===== config.mk =====
export PLATFORM = sky130hd
export DESIGN_NAME = kfs_regs
export DESIGN_NICKNAME = d
export VERILOG_FILES = /design/src/core/kfs_pkg.sv /design/src/core/kfs_sync2.sv /design/src/core/kfs_regs.sv
export VERILOG_INCLUDE_DIRS = /design/src /design/src/core
export SDC_FILE = /design/constraint.sdc
export NUM_CORES = 1
export LEC_CHECK = 0
export BUFFER_PORTS_ARGS = -buffer_cell sky130_fd_sc_hd__buf_2
export CAP_MARGIN = 0
export CORE_MARGIN = 5
export CORE_UTILIZATION = 57
export DETAILED_ROUTE_END_ITERATION = 10
export GPL_TIMING_DRIVEN = 0
export PLACE_DENSITY_LB_ADDON = 0.15
export SETUP_SLACK_MARGIN = 0.2
export SYNTH_ARGS = -nofsm -noshare
export SYNTH_HDL_FRONTEND = slang
export SYNTH_SLANG_ARGS = --single-unit

===== constraint.sdc =====
create_clock -name clk_in -period 2.6 [get_ports clk_in]
set_input_delay 0.13 -clock clk_in [delete_from_list [all_inputs] [get_ports clk_in]]
set_output_delay 0.13 -clock clk_in [all_outputs]
set_load 0.005 [all_outputs]

===== src/core/kfs_defines.svh =====
// register offsets, field positions and reset values for the fec/backplane_1g_status bank
`ifndef KFS_DEFINES_SVH
`define KFS_DEFINES_SVH
`define KFS_DEV_ADDR 5'h01
`define KFS_OFF_TRAIN_LOCAL_STATUS 16'h009B
`define KFS_OFF_BACKPLANE_1G_STATUS 16'h00A1
`define KFS_OFF_FEC_CAPABILITY 16'h00AA
`define KFS_OFF_FEC_CONTROL 16'h00AB
`define KFS_OFF_FEC_CORRECTED_LOW 16'h00AC
`define KFS_OFF_FEC_CORRECTED_HIGH 16'h00AD
`define KFS_RST_BACKPLANE_1G_STATUS 16'h3000
`define KFS_RST_FEC_CAPABILITY 16'h0003
`define KFS_RST_FEC_CONTROL 16'h0000
`define KFS_BIT_RX_TRAINED 15
`define KFS_BIT_POST_TAP 4
`define KFS_MSB_MAIN_TAP 3
`define KFS_LSB_MAIN_TAP 2
`define KFS_MSB_PRE_TAP 1
`define KFS_LSB_PRE_TAP 0
`define KFS_BIT_TX_FAULT_CAP 13
`define KFS_BIT_RX_FAULT_CAP 12
`define KFS_BIT_TX_FAULT 11
`define KFS_BIT_RX_FAULT 10
`define KFS_BIT_SIGNAL 0
`define KFS_BIT_CORR_EN 0
`define KFS_BIT_ERRFLAG_EN 1
`endif


===== src/core/kfs_pkg.sv =====
// types shared by the fec/backplane_1g_status bank
package kfs_pkg;
  // two-bit coefficient status codes
  typedef enum logic [1:0] {
    KFS_TAP_NOT_UPDATED = 2'h0,
    KFS_TAP_UPDATED = 2'h1,
    KFS_TAP_MINIMUM = 2'h2,
    KFS_TAP_MAXIMUM = 2'h3
  } kfs_tap_stat_t;
  // live status from training engine and 1g paths
  typedef struct packed {
    logic rx_trained;
    kfs_tap_stat_t post_tap;
    kfs_tap_stat_t main_tap;
    kfs_tap_stat_t pre_tap;
    logic tx_fault;
    logic rx_fault;
    logic signal;
  } kfs_status_t;
  // control toward the fec decoder
  typedef struct packed {
    logic correction_enable;
    logic error_flag_enable;
  } kfs_ctrl_t;
endpackage


===== src/core/kfs_sync2.sv =====
// two-stage synchroniser for a bundle of asynchronous level inputs
`timescale 1ns/1ps
`default_nettype none
module kfs_sync2 #(
  parameter int WIDTH = 1
) (
  // clock and reset
  input wire logic clk_in,
  input wire logic rst_n_in,
  // levels
  input wire logic [WIDTH-1:0] async_in,
  output logic [WIDTH-1:0] sync_out
);
  // state: first stage is read only by the second
  typedef struct packed {
    logic [WIDTH-1:0] meta;
    logic [WIDTH-1:0] stable;
  } kfs_sync_state_t;
  kfs_sync_state_t state_reg;
  kfs_sync_state_t state_next;
  // next-state
  always_comb begin
    state_next.meta = async_in;
    state_next.stable = state_reg.meta;
  end
  // register stages
  always_ff @(posedge clk_in or negedge rst_n_in) begin
    if (!rst_n_in) begin
      state_reg <= '0;
    end else begin
      state_reg <= state_next;
    end
  end
  assign sync_out = state_reg.stable;
endmodule
`default_nettype wire


===== src/core/kfs_regs.sv =====
// management register bank for kr training status, 1g status, fec control and counter
`timescale 1ns/1ps
`default_nettype none
`include "kfs_defines.svh"
module kfs_regs #(
  parameter int CNT_WIDTH = 32
) (
  // clock and reset
  input wire logic clk_in,
  input wire logic rst_n_in,
  // management access, already decoded to device address and register offset
  input wire logic [15:0] mgmt_addr_in,
  input wire logic mgmt_rd_in,
  input wire logic mgmt_wr_in,
  input wire logic [15:0] mgmt_wdata_in,
  output logic [15:0] mgmt_rdata_out,
  output logic mgmt_rvalid_out,
  // status from training engine and 1g paths (asynchronous)
  input wire kfs_pkg::kfs_status_t status_in,
  // corrected-block event from fec decoder (same clock)
  input wire logic corrected_block_in,
  // control toward the fec decoder
  output kfs_pkg::kfs_ctrl_t ctrl_out
);
  // ****************************************************
  // input synchronisation
  // ****************************************************
  kfs_pkg::kfs_status_t status_sync;
  kfs_sync2 #(
    .WIDTH($bits(kfs_pkg::kfs_status_t))
  ) u_sync (
    .clk_in(clk_in),
    .rst_n_in(rst_n_in),
    .async_in(status_in),
    .sync_out(status_sync)
  );

  // ****************************************************
  // state
  // ****************************************************
  typedef struct packed {
    logic tx_fault_latched;
    logic rx_fault_latched;
    logic correction_enable;
    logic error_flag_enable;
    logic [CNT_WIDTH-1:0] corrected_block_count;
    logic [15:0] high_snapshot;
    logic snapshot_valid;
    logic [15:0] rdata;
    logic rvalid;
  } kfs_state_t;
  kfs_state_t state_reg;
  kfs_state_t state_next;

  // ****************************************************
  // read decode
  // ****************************************************
  logic rd_status;
  logic rd_low;
  logic rd_high;
  logic [15:0] train_word;
  logic [15:0] bp_word;
  logic [15:0] rd_word;

  // live training status word
  always_comb begin
    train_word = 16'h0000;
    train_word[`KFS_BIT_RX_TRAINED] = status_sync.rx_trained;
    train_word[`KFS_MSB_MAIN_TAP:`KFS_LSB_MAIN_TAP] = status_sync.main_tap;
    train_word[`KFS_MSB_PRE_TAP:`KFS_LSB_PRE_TAP] = status_sync.pre_tap;
    // only one bit position exists; report the upper bit of the code
    train_word[`KFS_BIT_POST_TAP] = status_sync.post_tap[1];
  end

  // 1g backplane status word
  always_comb begin
    bp_word = 16'h0000;
    bp_word[`KFS_BIT_TX_FAULT_CAP] = 1'b1;
    bp_word[`KFS_BIT_RX_FAULT_CAP] = 1'b1;
    bp_word[`KFS_BIT_TX_FAULT] = state_reg.tx_fault_latched;
    bp_word[`KFS_BIT_RX_FAULT] = state_reg.rx_fault_latched;
    bp_word[`KFS_BIT_SIGNAL] = status_sync.signal;
  end

  // address decode and read mux
  always_comb begin
    rd_status = 1'b0;
    rd_low = 1'b0;
    rd_high = 1'b0;
    rd_word = 16'h0000;
    if (mgmt_addr_in == `KFS_OFF_TRAIN_LOCAL_STATUS) begin
      rd_word = train_word;
    end else if (mgmt_addr_in == `KFS_OFF_BACKPLANE_1G_STATUS) begin
      rd_word = bp_word;
      rd_status = mgmt_rd_in;
    end else if (mgmt_addr_in == `KFS_OFF_FEC_CAPABILITY) begin
      rd_word = `KFS_RST_FEC_CAPABILITY;
    end else if (mgmt_addr_in == `KFS_OFF_FEC_CONTROL) begin
      rd_word = 16'h0000;
      rd_word[`KFS_BIT_CORR_EN] = state_reg.correction_enable;
      rd_word[`KFS_BIT_ERRFLAG_EN] = state_reg.error_flag_enable;
    end else if (mgmt_addr_in == `KFS_OFF_FEC_CORRECTED_LOW) begin
      rd_word = state_reg.corrected_block_count[15:0];
      rd_low = mgmt_rd_in;
    end else if (mgmt_addr_in == `KFS_OFF_FEC_CORRECTED_HIGH) begin
      // after a low read the snapshot answers; otherwise live upper half
      rd_word = state_reg.snapshot_valid ? state_reg.high_snapshot
                                         : state_reg.corrected_block_count[31:16];
      rd_high = mgmt_rd_in;
    end else begin
      rd_word = 16'h0000;
    end
  end

  // ****************************************************
  // next state
  // ****************************************************
  always_comb begin
    state_next = state_reg;
    state_next.rvalid = mgmt_rd_in;
    state_next.rdata = mgmt_rd_in ? rd_word : state_reg.rdata;
    // read clears the latch, but a present fault sets it again (set wins)
    if (rd_status) begin
      state_next.tx_fault_latched = 1'b0;
      state_next.rx_fault_latched = 1'b0;
    end
    if (status_sync.tx_fault) begin
      state_next.tx_fault_latched = 1'b1;
    end
    if (status_sync.rx_fault) begin
      state_next.rx_fault_latched = 1'b1;
    end
    // control writes; reserved bits are dropped
    if (mgmt_wr_in && (mgmt_addr_in == `KFS_OFF_FEC_CONTROL)) begin
      state_next.correction_enable = mgmt_wdata_in[`KFS_BIT_CORR_EN];
      state_next.error_flag_enable = mgmt_wdata_in[`KFS_BIT_ERRFLAG_EN];
    end
    // low read clears the low half and parks the high half in the snapshot
    if (rd_low) begin
      state_next.high_snapshot = state_reg.corrected_block_count[31:16];
      state_next.snapshot_valid = 1'b1;
      state_next.corrected_block_count[15:0] = 16'h0000;
    end
    if (rd_high) begin
      state_next.snapshot_valid = 1'b0;
      state_next.high_snapshot = 16'h0000;
      state_next.corrected_block_count[31:16] = 16'h0000;
    end
    // count resumes after the clear; an event in a read cycle lands in the fresh value
    if (corrected_block_in) begin
      state_next.corrected_block_count =
        state_next.corrected_block_count + CNT_WIDTH'(1);
    end
  end

  // ****************************************************
  // state register
  // ****************************************************
  always_ff @(posedge clk_in or negedge rst_n_in) begin
    if (!rst_n_in) begin
      state_reg <= '0;
    end else begin
      state_reg <= state_next;
    end
  end

  // outputs
  assign mgmt_rdata_out = state_reg.rdata;
  assign mgmt_rvalid_out = state_reg.rvalid;
  // one driver for the whole packed struct; split member assigns would clash
  assign ctrl_out = {state_reg.correction_enable,
                     state_reg.error_flag_enable};

  // ****************************************************
  // assertions
  // ****************************************************
  // a seen transmit fault must be latched
  a_tx_fault_latch: assert property (
    @(posedge clk_in) disable iff (!rst_n_in)
    status_sync.tx_fault |=> state_reg.tx_fault_latched)
    else $error("tx fault not latched");

  // a seen receive fault must be latched
  a_rx_fault_latch: assert property (
    @(posedge clk_in) disable iff (!rst_n_in)
    status_sync.rx_fault |=> state_reg.rx_fault_latched)
    else $error("rx fault not latched");

  // transmit latch only drops through a status read
  a_fault_hold: assert property (
    @(posedge clk_in) disable iff (!rst_n_in)
    state_reg.tx_fault_latched && !rd_status |=> state_reg.tx_fault_latched)
    else $error("tx fault dropped without read");

  // receive latch only drops through a status read
  a_rx_fault_hold: assert property (
    @(posedge clk_in) disable iff (!rst_n_in)
    state_reg.rx_fault_latched && !rd_status |=> state_reg.rx_fault_latched)
    else $error("rx fault dropped without read");

  // read with the receive fault gone clears it
  a_fault_clear_read: assert property (
    @(posedge clk_in) disable iff (!rst_n_in)
    rd_status && !status_sync.rx_fault |=> !state_reg.rx_fault_latched)
    else $error("rx fault not cleared by read");

  // read with the transmit fault gone clears it
  a_tx_clear_read: assert property (
    @(posedge clk_in) disable iff (!rst_n_in)
    rd_status && !status_sync.tx_fault |=> !state_reg.tx_fault_latched)
    else $error("tx fault not cleared by read");

  // set wins over the read clear while the fault persists
  a_fault_relatch: assert property (
    @(posedge clk_in) disable iff (!rst_n_in)
    rd_status && status_sync.tx_fault |=> state_reg.tx_fault_latched)
    else $error("persistent tx fault lost on read");

  // both capability bits read one
  a_cap_reads_one: assert property (
    @(posedge clk_in) disable iff (!rst_n_in)
    mgmt_rd_in && mgmt_addr_in == `KFS_OFF_BACKPLANE_1G_STATUS
    |=> mgmt_rdata_out[13:12] == 2'h3)
    else $error("fault capability bits not one");

  // status register reserved bits stay zero
  a_bp_reserved: assert property (
    @(posedge clk_in) disable iff (!rst_n_in)
    mgmt_rd_in && mgmt_addr_in == `KFS_OFF_BACKPLANE_1G_STATUS
    |=> mgmt_rdata_out[15:14] == 2'h0 && mgmt_rdata_out[9:1] == 9'h000)
    else $error("status reserved bits nonzero");

  // signal detect reads the level seen at the read edge
  a_signal_bit: assert property (
    @(posedge clk_in) disable iff (!rst_n_in)
    mgmt_rd_in && mgmt_addr_in == `KFS_OFF_BACKPLANE_1G_STATUS
    |=> mgmt_rdata_out[0] == $past(status_sync.signal))
    else $error("signal detect bit wrong");

  // trained bit follows the synchronised level
  a_trained_bit: assert property (
    @(posedge clk_in) disable iff (!rst_n_in)
    mgmt_rd_in && mgmt_addr_in == `KFS_OFF_TRAIN_LOCAL_STATUS
    |=> mgmt_rdata_out[15] == $past(status_sync.rx_trained))
    else $error("trained bit wrong");

  // main tap code lands in its two bits
  a_main_tap: assert property (
    @(posedge clk_in) disable iff (!rst_n_in)
    mgmt_rd_in && mgmt_addr_in == `KFS_OFF_TRAIN_LOCAL_STATUS
    |=> mgmt_rdata_out[3:2] == $past(status_sync.main_tap))
    else $error("main tap field wrong");

  // pre tap code lands in its two bits
  a_pre_tap: assert property (
    @(posedge clk_in) disable iff (!rst_n_in)
    mgmt_rd_in && mgmt_addr_in == `KFS_OFF_TRAIN_LOCAL_STATUS
    |=> mgmt_rdata_out[1:0] == $past(status_sync.pre_tap))
    else $error("pre tap field wrong");

  // single post tap bit carries the upper code bit
  a_post_tap: assert property (
    @(posedge clk_in) disable iff (!rst_n_in)
    mgmt_rd_in && mgmt_addr_in == `KFS_OFF_TRAIN_LOCAL_STATUS
    |=> mgmt_rdata_out[4] == $past(status_sync.post_tap[1]))
    else $error("post tap bit wrong");

  // unused training status bits read zero
  a_train_reserved: assert property (
    @(posedge clk_in) disable iff (!rst_n_in)
    mgmt_rd_in && mgmt_addr_in == `KFS_OFF_TRAIN_LOCAL_STATUS
    |=> mgmt_rdata_out[14:5] == 10'h000)
    else $error("training reserved bits nonzero");

  // capability word is fixed
  a_ability_read: assert property (
    @(posedge clk_in) disable iff (!rst_n_in)
    mgmt_rd_in && mgmt_addr_in == `KFS_OFF_FEC_CAPABILITY
    |=> mgmt_rdata_out == 16'h0003)
    else $error("fec capability wrong");

  // control reserved bits never read back
  a_ctrl_reserved: assert property (
    @(posedge clk_in) disable iff (!rst_n_in)
    mgmt_rd_in && mgmt_addr_in == `KFS_OFF_FEC_CONTROL
    |=> mgmt_rdata_out[15:2] == 14'h0000)
    else $error("control reserved bits nonzero");

  // a control write takes effect on the next cycle
  a_ctrl_write: assert property (
    @(posedge clk_in) disable iff (!rst_n_in)
    mgmt_wr_in && mgmt_addr_in == `KFS_OFF_FEC_CONTROL
    |=> ctrl_out.correction_enable == $past(mgmt_wdata_in[0])
        && ctrl_out.error_flag_enable == $past(mgmt_wdata_in[1]))
    else $error("control write not applied");

  // control holds unless the control register is written
  a_ctrl_hold: assert property (
    @(posedge clk_in) disable iff (!rst_n_in)
    !(mgmt_wr_in && mgmt_addr_in == `KFS_OFF_FEC_CONTROL) |=> $stable(ctrl_out))
    else $error("control changed without write");

  // every read is answered one cycle later
  a_rvalid_pulse: assert property (
    @(posedge clk_in) disable iff (!rst_n_in)
    mgmt_rd_in |=> mgmt_rvalid_out)
    else $error("read not answered");

  // no answer without a read
  a_rvalid_idle: assert property (
    @(posedge clk_in) disable iff (!rst_n_in)
    !mgmt_rd_in |=> !mgmt_rvalid_out)
    else $error("answer without read");

  // low read clears the low half
  a_low_clear: assert property (
    @(posedge clk_in) disable iff (!rst_n_in)
    rd_low && !corrected_block_in |=> state_reg.corrected_block_count[15:0] == 16'h0000)
    else $error("low half not cleared on read");

  // high read clears the high half and drops the snapshot
  a_high_clear: assert property (
    @(posedge clk_in) disable iff (!rst_n_in)
    rd_high && !rd_low |=> state_reg.corrected_block_count[31:16] == 16'h0000
      && !state_reg.snapshot_valid)
    else $error("high half not cleared on read");

  // low read parks the high half
  a_snapshot_take: assert property (
    @(posedge clk_in) disable iff (!rst_n_in)
    rd_low |=> state_reg.snapshot_valid
      && state_reg.high_snapshot == $past(state_reg.corrected_block_count[31:16]))
    else $error("high half snapshot wrong");

  // one count per event outside read cycles
  a_count_step: assert property (
    @(posedge clk_in) disable iff (!rst_n_in)
    corrected_block_in && !mgmt_rd_in
    |=> state_reg.corrected_block_count == $past(state_reg.corrected_block_count) + 1)
    else $error("counter did not advance");
endmodule
`default_nettype wire


==> results.cfg, run 1 <==
[power_and_ir_drop]
power.total_mw = 2.75
sw_frac_of_total_pct = 27.5
ir_drop_mv = 0.353
pwr-share-seq_pct = 55.7
p_per_area_mw_per_mm2 = 525
power.switching_mw = 0.756
p_int_mw = 1.99
cellLeakagePower_nw = 2.33
p_clk_share_pct = 32.6
p_comb_share_pct = 11.7

[grt]
first_global_vias = 3465
grt_max_degree = 72
overflow = 0
grt_pass1_wl_um = 17500
track_usage_pct = 22.9
antenna_found_initial = 0

[clock_network]
cts_tree = done
h-tree-depth = 3
clock_latency_ns = 0.35
clockRootBuffer = clkbuf_8
cts.sinks = 88
cts_buffers = 9
cts_max_path_buffers = 2
clk_pin_slew_ns = 0.09

[drt]
dr.pass1.iters = 4
viasPerCell = 5.60
vias = 3439
wl_per_cell_um = 17.3
wl_um = 10600
drt_iter0_markers = 171
antenna_left = 0
drt_drc_violations_left = 0

[synth]
synthSimpleGateAreaFrac_pct = 18.5
syn_inst = 432
avgSynthCellArea_um2 = 10.2
synth_top_family_by_area = simple AND/OR/NAND/NOR gates
synthAdderAreaFrac_pct = 0.284
synth_compound_area_share_pct = 14.3
synth_edf_count = 0
synthMuxAreaShare_pct = 4.09
syn_area_mm2 = 0.00441
synth-xor-area-share_pct = 5.17
ys_seq_elements = 88
yosysUniqueCellTypes = 53
async_reset_ff_share_pct = 100
yosys_warnings = 0
syn-num-nets = 480
yosys_most_used_dff = dfrtp_1
ys_seq_area_share_pct = 50.0

[run_status]
status = completed

[sta]
hold_violations = 0
slew_viol_final = 0
post-route-period-util_pct = 87.3
holdWs_ns = 0.0176
max_freq_mhz = 441
finalCriticalPeriod_ns = 2.27
setup_viol = 0
relSlewSlack_pct = 55.7
rsz0062_at_grt = false
skew_ns = 0.00684
tightest_slew_ns = 0.664

[placement]
portBuffers = 50
placedCellCount = 585
place.gp.congestion = 0.877
hpwlAfterDp_um = 7510

[cells_and_area]
nets = 555
layout-drive-gt1-share_pct = 28.9
layout_common_cells = dfrtp_1 (88), buf_2 (59), nand2_1 (53)
largest_register_ffs = 49
final_common_cell = dfrtp_1
final_core_util_pct = 68.4
diodes = 0
fin_cells = 614
fillCellCount = 605
area_growth_pct = 18.7

[floorplan]
die-height_um = 97.9
fp.dieW_um = 97.9
initial_core_util_pct = 57.6
dieArea_mm2 = 0.00959
fp-row-count = 32
core_area_mm2 = 0.00765
io_pins = 66

[hold_path]
hp-class = in2reg

[critical_path]
crit_type = in2reg
crit_arrival_ns = 2.52
startpoint_type = input port
cp.required_ns = 2.85
cp-end-kind = flop
critPathMaxFanout = 10

[job]
max_cap_viol_count = 0
-- through the flow --
step           setup WS, ns  setup TNS, ns  cell area, um^2
6_report              0.331              0             5230
5_1_grt               0.209              0             5230
4_1_cts               0.223              0             5190
3_5_place_dp         -0.198          -1.65             4890
3_3_place_gp         -0.149          -1.17             4860
2_1_floorplan         0.188              0             4480
-- logic make-up (layout without fill, tap and decap cells) --
| family | count (synthesis) | count (layout) |
|---|---|---|
| AO/OA/AOI/OAI | 84 | 84 |
| multiplexers | 16 | 16 |
| flip-flops | 88 | 88 |
| adder cells (fa/ha/maj) | 1 | 1 |
| XOR/XNOR | 26 | 26 |
| AND/OR/NAND/NOR | 160 | 160 |
| buffers and inverters | 57 | 137 |
-- cell type report --
class	count	area [um^2]	area share, %
Sequential cell	88	2200	42.1
Clock buffer	10	138	2.63
Tap cell	102	128	2.44
Inverter	12	45.0	0.861
Multi-Input combinational cell	287	1950	37.2
Clock inverter	6	48.8	0.933
Buffer	45	318	6.07
Timing Repair Buffer	64	405	7.75
-- power by group through the flow --
stage                     Sequential, mW  Combinational [mW]  Clock [mW]
after global placement              1.55               0.291           0
after global routing                1.54               0.372       0.971
after detailed placement            1.55               0.308           0
after CTS                           1.53               0.325       0.916
final                               1.53               0.323       0.896
after floorplan                     1.53               0.195           0
-- worst paths after layout --
check / start / end / slack, ns / depth (start not counted)
min in group asynchronous: rst_n_in / state_reg[29] / 0.19 / 2
worst max register to register: state_reg[17] / mgmt_rdata_out[9] / 0.38 / 5
worst min-delay path: mgmt_wdata_in[1] / ctrl_out[0] / 0.02 / 2
max in group asynchronous: rst_n_in / state_reg[22] / 1.77 / 3
worst max-delay path: mgmt_addr_in[2] / state_reg[60] / 0.33 / 14
worst min register to register: u_sync.state_next[1] / u_sync.sync_out[1] / 0.36 / 0
-- routing by layer --
metal	track usage [%]	part of all wire, %
met2	37.2	49
met5	0	0
met4	8.31	1.8
met3	3.64	5.0
met1	31.1	44
-- what timing repair did --
item	in CTS	in global routing
setup buffers	0	2
gates cloned	0	0
resized for setup	1	6
endpoints found under the hold margin	40	0
hold buffers	11	0
setup endpoints to repair	3	10
pin swaps	0	4
-- worst max-delay path, stage by stage --
cell and delay (ns):
buf_2 0.12, and4b_1 0.23, and4_1 0.20, buf_6 0.14
nand2_2 0.09, buf_8 0.11, and2_4 0.14, ha_4 0.13
nand3_2 0.09, or4_4 0.45, buf_12 0.17, a2111oi_4 0.29
xnor2_1 0.15, nor2_1 0.06
-- cells in the mapped netlist (3+ instances only) --
cell / number / area, um^2
inv_1: 12 / 45.0
xnor2_1: 20 / 175
nor2b_1: 3 / 18.8
xor2_1: 6 / 52.6
or3_1: 4 / 25.0
nand4_1: 6 / 37.5
a22oi_1: 7 / 52.6
nor2_1: 43 / 161
and2_1: 6 / 37.5
nand2_1: 54 / 203
a2111oi_2: 5 / 75.1
a21oi_1: 35 / 175
a221oi_1: 4 / 35.0
a211oi_1: 5 / 37.5
clkbuf_1: 8 / 30.0
nor3_1: 4 / 20.0
o22ai_1: 3 / 18.8
dfrtp_1: 88 / 2200
buf_2: 11 / 55.1
and3_1: 5 / 31.3
nand3_1: 9 / 45.0
buf_4: 23 / 173
mux2_2: 16 / 180
o21ai_0: 8 / 40.0
and4_1: 6 / 52.6
a21o_1: 4 / 30.0
Power figures use the tool's default switching activity.
==> inputs of run 2 (changes only) <==
--- a/config.mk
+++ b/config.mk
@@ -6,11 +6,13 @@
 export SDC_FILE = /design/constraint.sdc
 export NUM_CORES = 1
 export LEC_CHECK = 0
+export ABC_AREA = 1
 export BUFFER_PORTS_ARGS = -buffer_cell sky130_fd_sc_hd__buf_2
-export CAP_MARGIN = 0
+export CAP_MARGIN = 20
 export CORE_MARGIN = 5
-export CORE_UTILIZATION = 57
+export CORE_UTILIZATION = 58
 export DETAILED_ROUTE_END_ITERATION = 10
+export GPL_ROUTABILITY_DRIVEN = 0
 export GPL_TIMING_DRIVEN = 0
 export PLACE_DENSITY_LB_ADDON = 0.15
 export SETUP_SLACK_MARGIN = 0.2
==> run 2 against run 1 <==
Compared with the run above: critical path depth grew 4; first-iteration DRC count decreased by 7.6%; die area increased by 6.5%; via count up 17%; synthesized cell count grew 31%; maximum frequency increased by 16%; clock skew up 0.0042 ns; synthesized area is 9.2% higher; clock-buffer cell count stayed put; clock power up 2%; wire length increased by 6.6%; largest cell class unchanged.
==> results.cfg, run 2 <==
[clock_network]
clock_latency_ns = 0.36
clk_pin_slew_ns = 0.09
clockRootBuffer = clkbuf_8
cts.sinks = 88
post_cts_buffers = 0
cts_resized = 0
cts_tree = done
cts_buffers = 9
cts_max_path_buffers = 2
h-tree-depth = 3

[critical_path]
r2r_end = mgmt_rdata_out[11]
crit_arrival_ns = 2.21
startpoint_type = input port
critPathMaxFanout = 10
r2r_setup_slack_ns = 0.82
cp.required_ns = 2.86
r2r_cells = 7
crit_chain = buf_2 -> nand2_1 -> inv_2 -> nand2_4 -> nor2_8 -> nand3_4 -> buf_6 -> buf_2 -> nand2_1 -> inv_1 -> ha_1 -> nand2_1 -> nor2_2 -> nand2_2 -> nor2_4 -> inv_2 -> o21bai_1 -> nand2_1
crit_type = in2reg
cp_common_cell = nand2_1
r2r-start = state_reg[17]
cp-end-kind = flop
cp_slowest_cell = buf_2
critPathMaxStageDelay_ns = 0.25

[grt]
antenna_found_initial = 0
grt_max_degree = 52
first_global_vias = 3936
overflow = 0
grt_pass1_wl_um = 19200
track_usage_pct = 24.0

[synth]
synth_area_leaders = dfrtp_1 (46%), nand2_1 (9.3%), nand3_1 (6.1%)
yosysUniqueCellTypes = 41
ys_seq_area_share_pct = 45.8
yosys_most_used_dff = dfrtp_1
synth_top_area_cell = dfrtp_1
synth-xor-area-share_pct = 3.43
synth.most_common_cell = nand2_1
syn-num-nets = 616
synth_commonest_cells = nand2_1 (119), dfrtp_1 (88), nand3_1 (59)
async_reset_ff_share_pct = 100
yosysTopAreaCellShare_pct = 45.8
synthSimpleGateAreaFrac_pct = 31.2
synthMuxAreaShare_pct = 0
synth_edf_count = 0
ys_seq_elements = 88
synth_top_family_by_area = simple AND/OR/NAND/NOR gates
syn_area_mm2 = 0.00481
syn_inst = 568
yosys_warnings = 0
avgSynthCellArea_um2 = 8.47
synth_compound_area_share_pct = 9.02
synthAdderAreaFrac_pct = 0.260

[hold_path]
hp-class = in2reg
hold_end = state_reg[35]
hold_start = corrected_block_in
hold_depth = 3

[placement]
post-place-ws_ns = 0.266
placedCellCount = 724
hpwlAfterDp_um = 8480
portBuffers = 50

[sta]
setup_viol = 0
finalCriticalPeriod_ns = 1.96
slew_viol_final = 0
skew_ns = 0.0111
hold_violations = 0
tns_ns = 0
max_freq_mhz = 511
post-route-period-util_pct = 75.2
rsz0062_at_grt = false
tightest_slew_ns = 0.501
relSlewSlack_pct = 66.6
setup_ws_ns = 0.644

[drt]
drt_drc_violations_left = 0
met2_wirelength_um = 5610
wl_um = 11300
highest_layer = met4
met1_length_um = 4980
wl_met3_um = 534
wl_per_cell_um = 15.0
dr.pass1.iters = 5
antenna_left = 0
drt_iter0_markers = 158
vias = 4013
viasPerCell = 5.33

[floorplan]
core_area_mm2 = 0.00813
die-height_um = 101
fp-row-count = 33
io_pins = 66
initial_core_util_pct = 59.1
dieArea_mm2 = 0.0102
fp.dieW_um = 101

[cells_and_area]
diodes = 0
layout-drive-gt1-share_pct = 23.9
largest_register_ffs = 49
fin_cells = 753
layout_common_cells = nand2_1 (119), dfrtp_1 (88), nand3_1 (59)
nets = 691
area_growth_pct = 15.2
final_common_cell = nand2_1
fillCellCount = 664

[power_and_ir_drop]
ir_drop_mv = 0.402
cellLeakagePower_nw = 2.73
p_per_area_mw_per_mm2 = 490

[run_status]
status = completed

[job]
max_cap_viol_count = 0
## run 2: layer usage
layer / track usage, % / vias up
met3: 3.25 / 16
met2: 39.6 / 88
met4: 7.67 / 0
met5: 0 / -
li1: - / 1974
met1: 32.8 / 1935
## run 2: cell type report
type / instances / area (um^2) / area share (%)
clock buffers: 10 / 138 / 2.48
flip-flops and latches: 88 / 2200 / 39.7
multi-input cells: 381 / 2110 / 38.1
plain buffers: 37 / 263 / 4.74
well taps: 105 / 131 / 2.37
clock inverters: 6 / 50.0 / 0.903
repair buffers: 64 / 410 / 7.41
inverters: 62 / 233 / 4.20
## run 2: report_power, final
| group | total [mW] | leakage, nW | switching, mW | internal (mW) |
|---|---|---|---|---|
| sequential | 1.52 | 1.15 | 0.0807 | 1.44 |
| combinational | 0.288 | 1.49 | 0.166 | 0.122 |
| clock | 0.912 | 0.0952 | 0.525 | 0.387 |
## run 2: per-stage QoR
step           utilization [%]  hold WS, ns  power (mW)  cell area [um^2]
2_1_floorplan                -       -0.166        1.69              4810
3_3_place_gp              63.8        0.239        1.80              5190
3_5_place_dp              64.2        0.131        1.82              5220
4_1_cts                   68.1        0.113        2.73              5540
5_1_grt                   68.1        0.156        2.83              5540
6_report                  68.1        0.112        2.72              5540
## run 2: kinds of logic (layout without fill, tap and decap cells)
logic type      Yosys count  in the layout
xor+xnor                 18             18
flops                    88             88
buf+inv                  99            179
fa+ha+maj                 1              1
simple gates            289            289
compound gates           73             73
## run 2: how the worst max path moves through the flow
stage                         start             to  cells past startpoint
floorplan           mgmt_addr_in[7]  state_reg[62]                     18
finish              mgmt_addr_in[2]  state_reg[56]                     18
detailed placement  mgmt_addr_in[2]  state_reg[56]                     18
CTS                 mgmt_addr_in[2]  state_reg[56]                     18
global route        mgmt_addr_in[7]  state_reg[56]                     18
global placement    mgmt_addr_in[2]  state_reg[56]                     18
## run 2: worst max-delay path: cells and delay by family
kind	cells	cell delay, ns
simple gates	10	1.06
fa+ha+maj	1	0.19
compound gates	1	0.12
buf+inv	6	0.70
## run 2: what timing repair did
action | 4_1_cts | 5_1_grt
hold endpoints to repair | 49 | 0
endpoints found under the setup margin | 0 | 0
hold buffers | 13 | 0
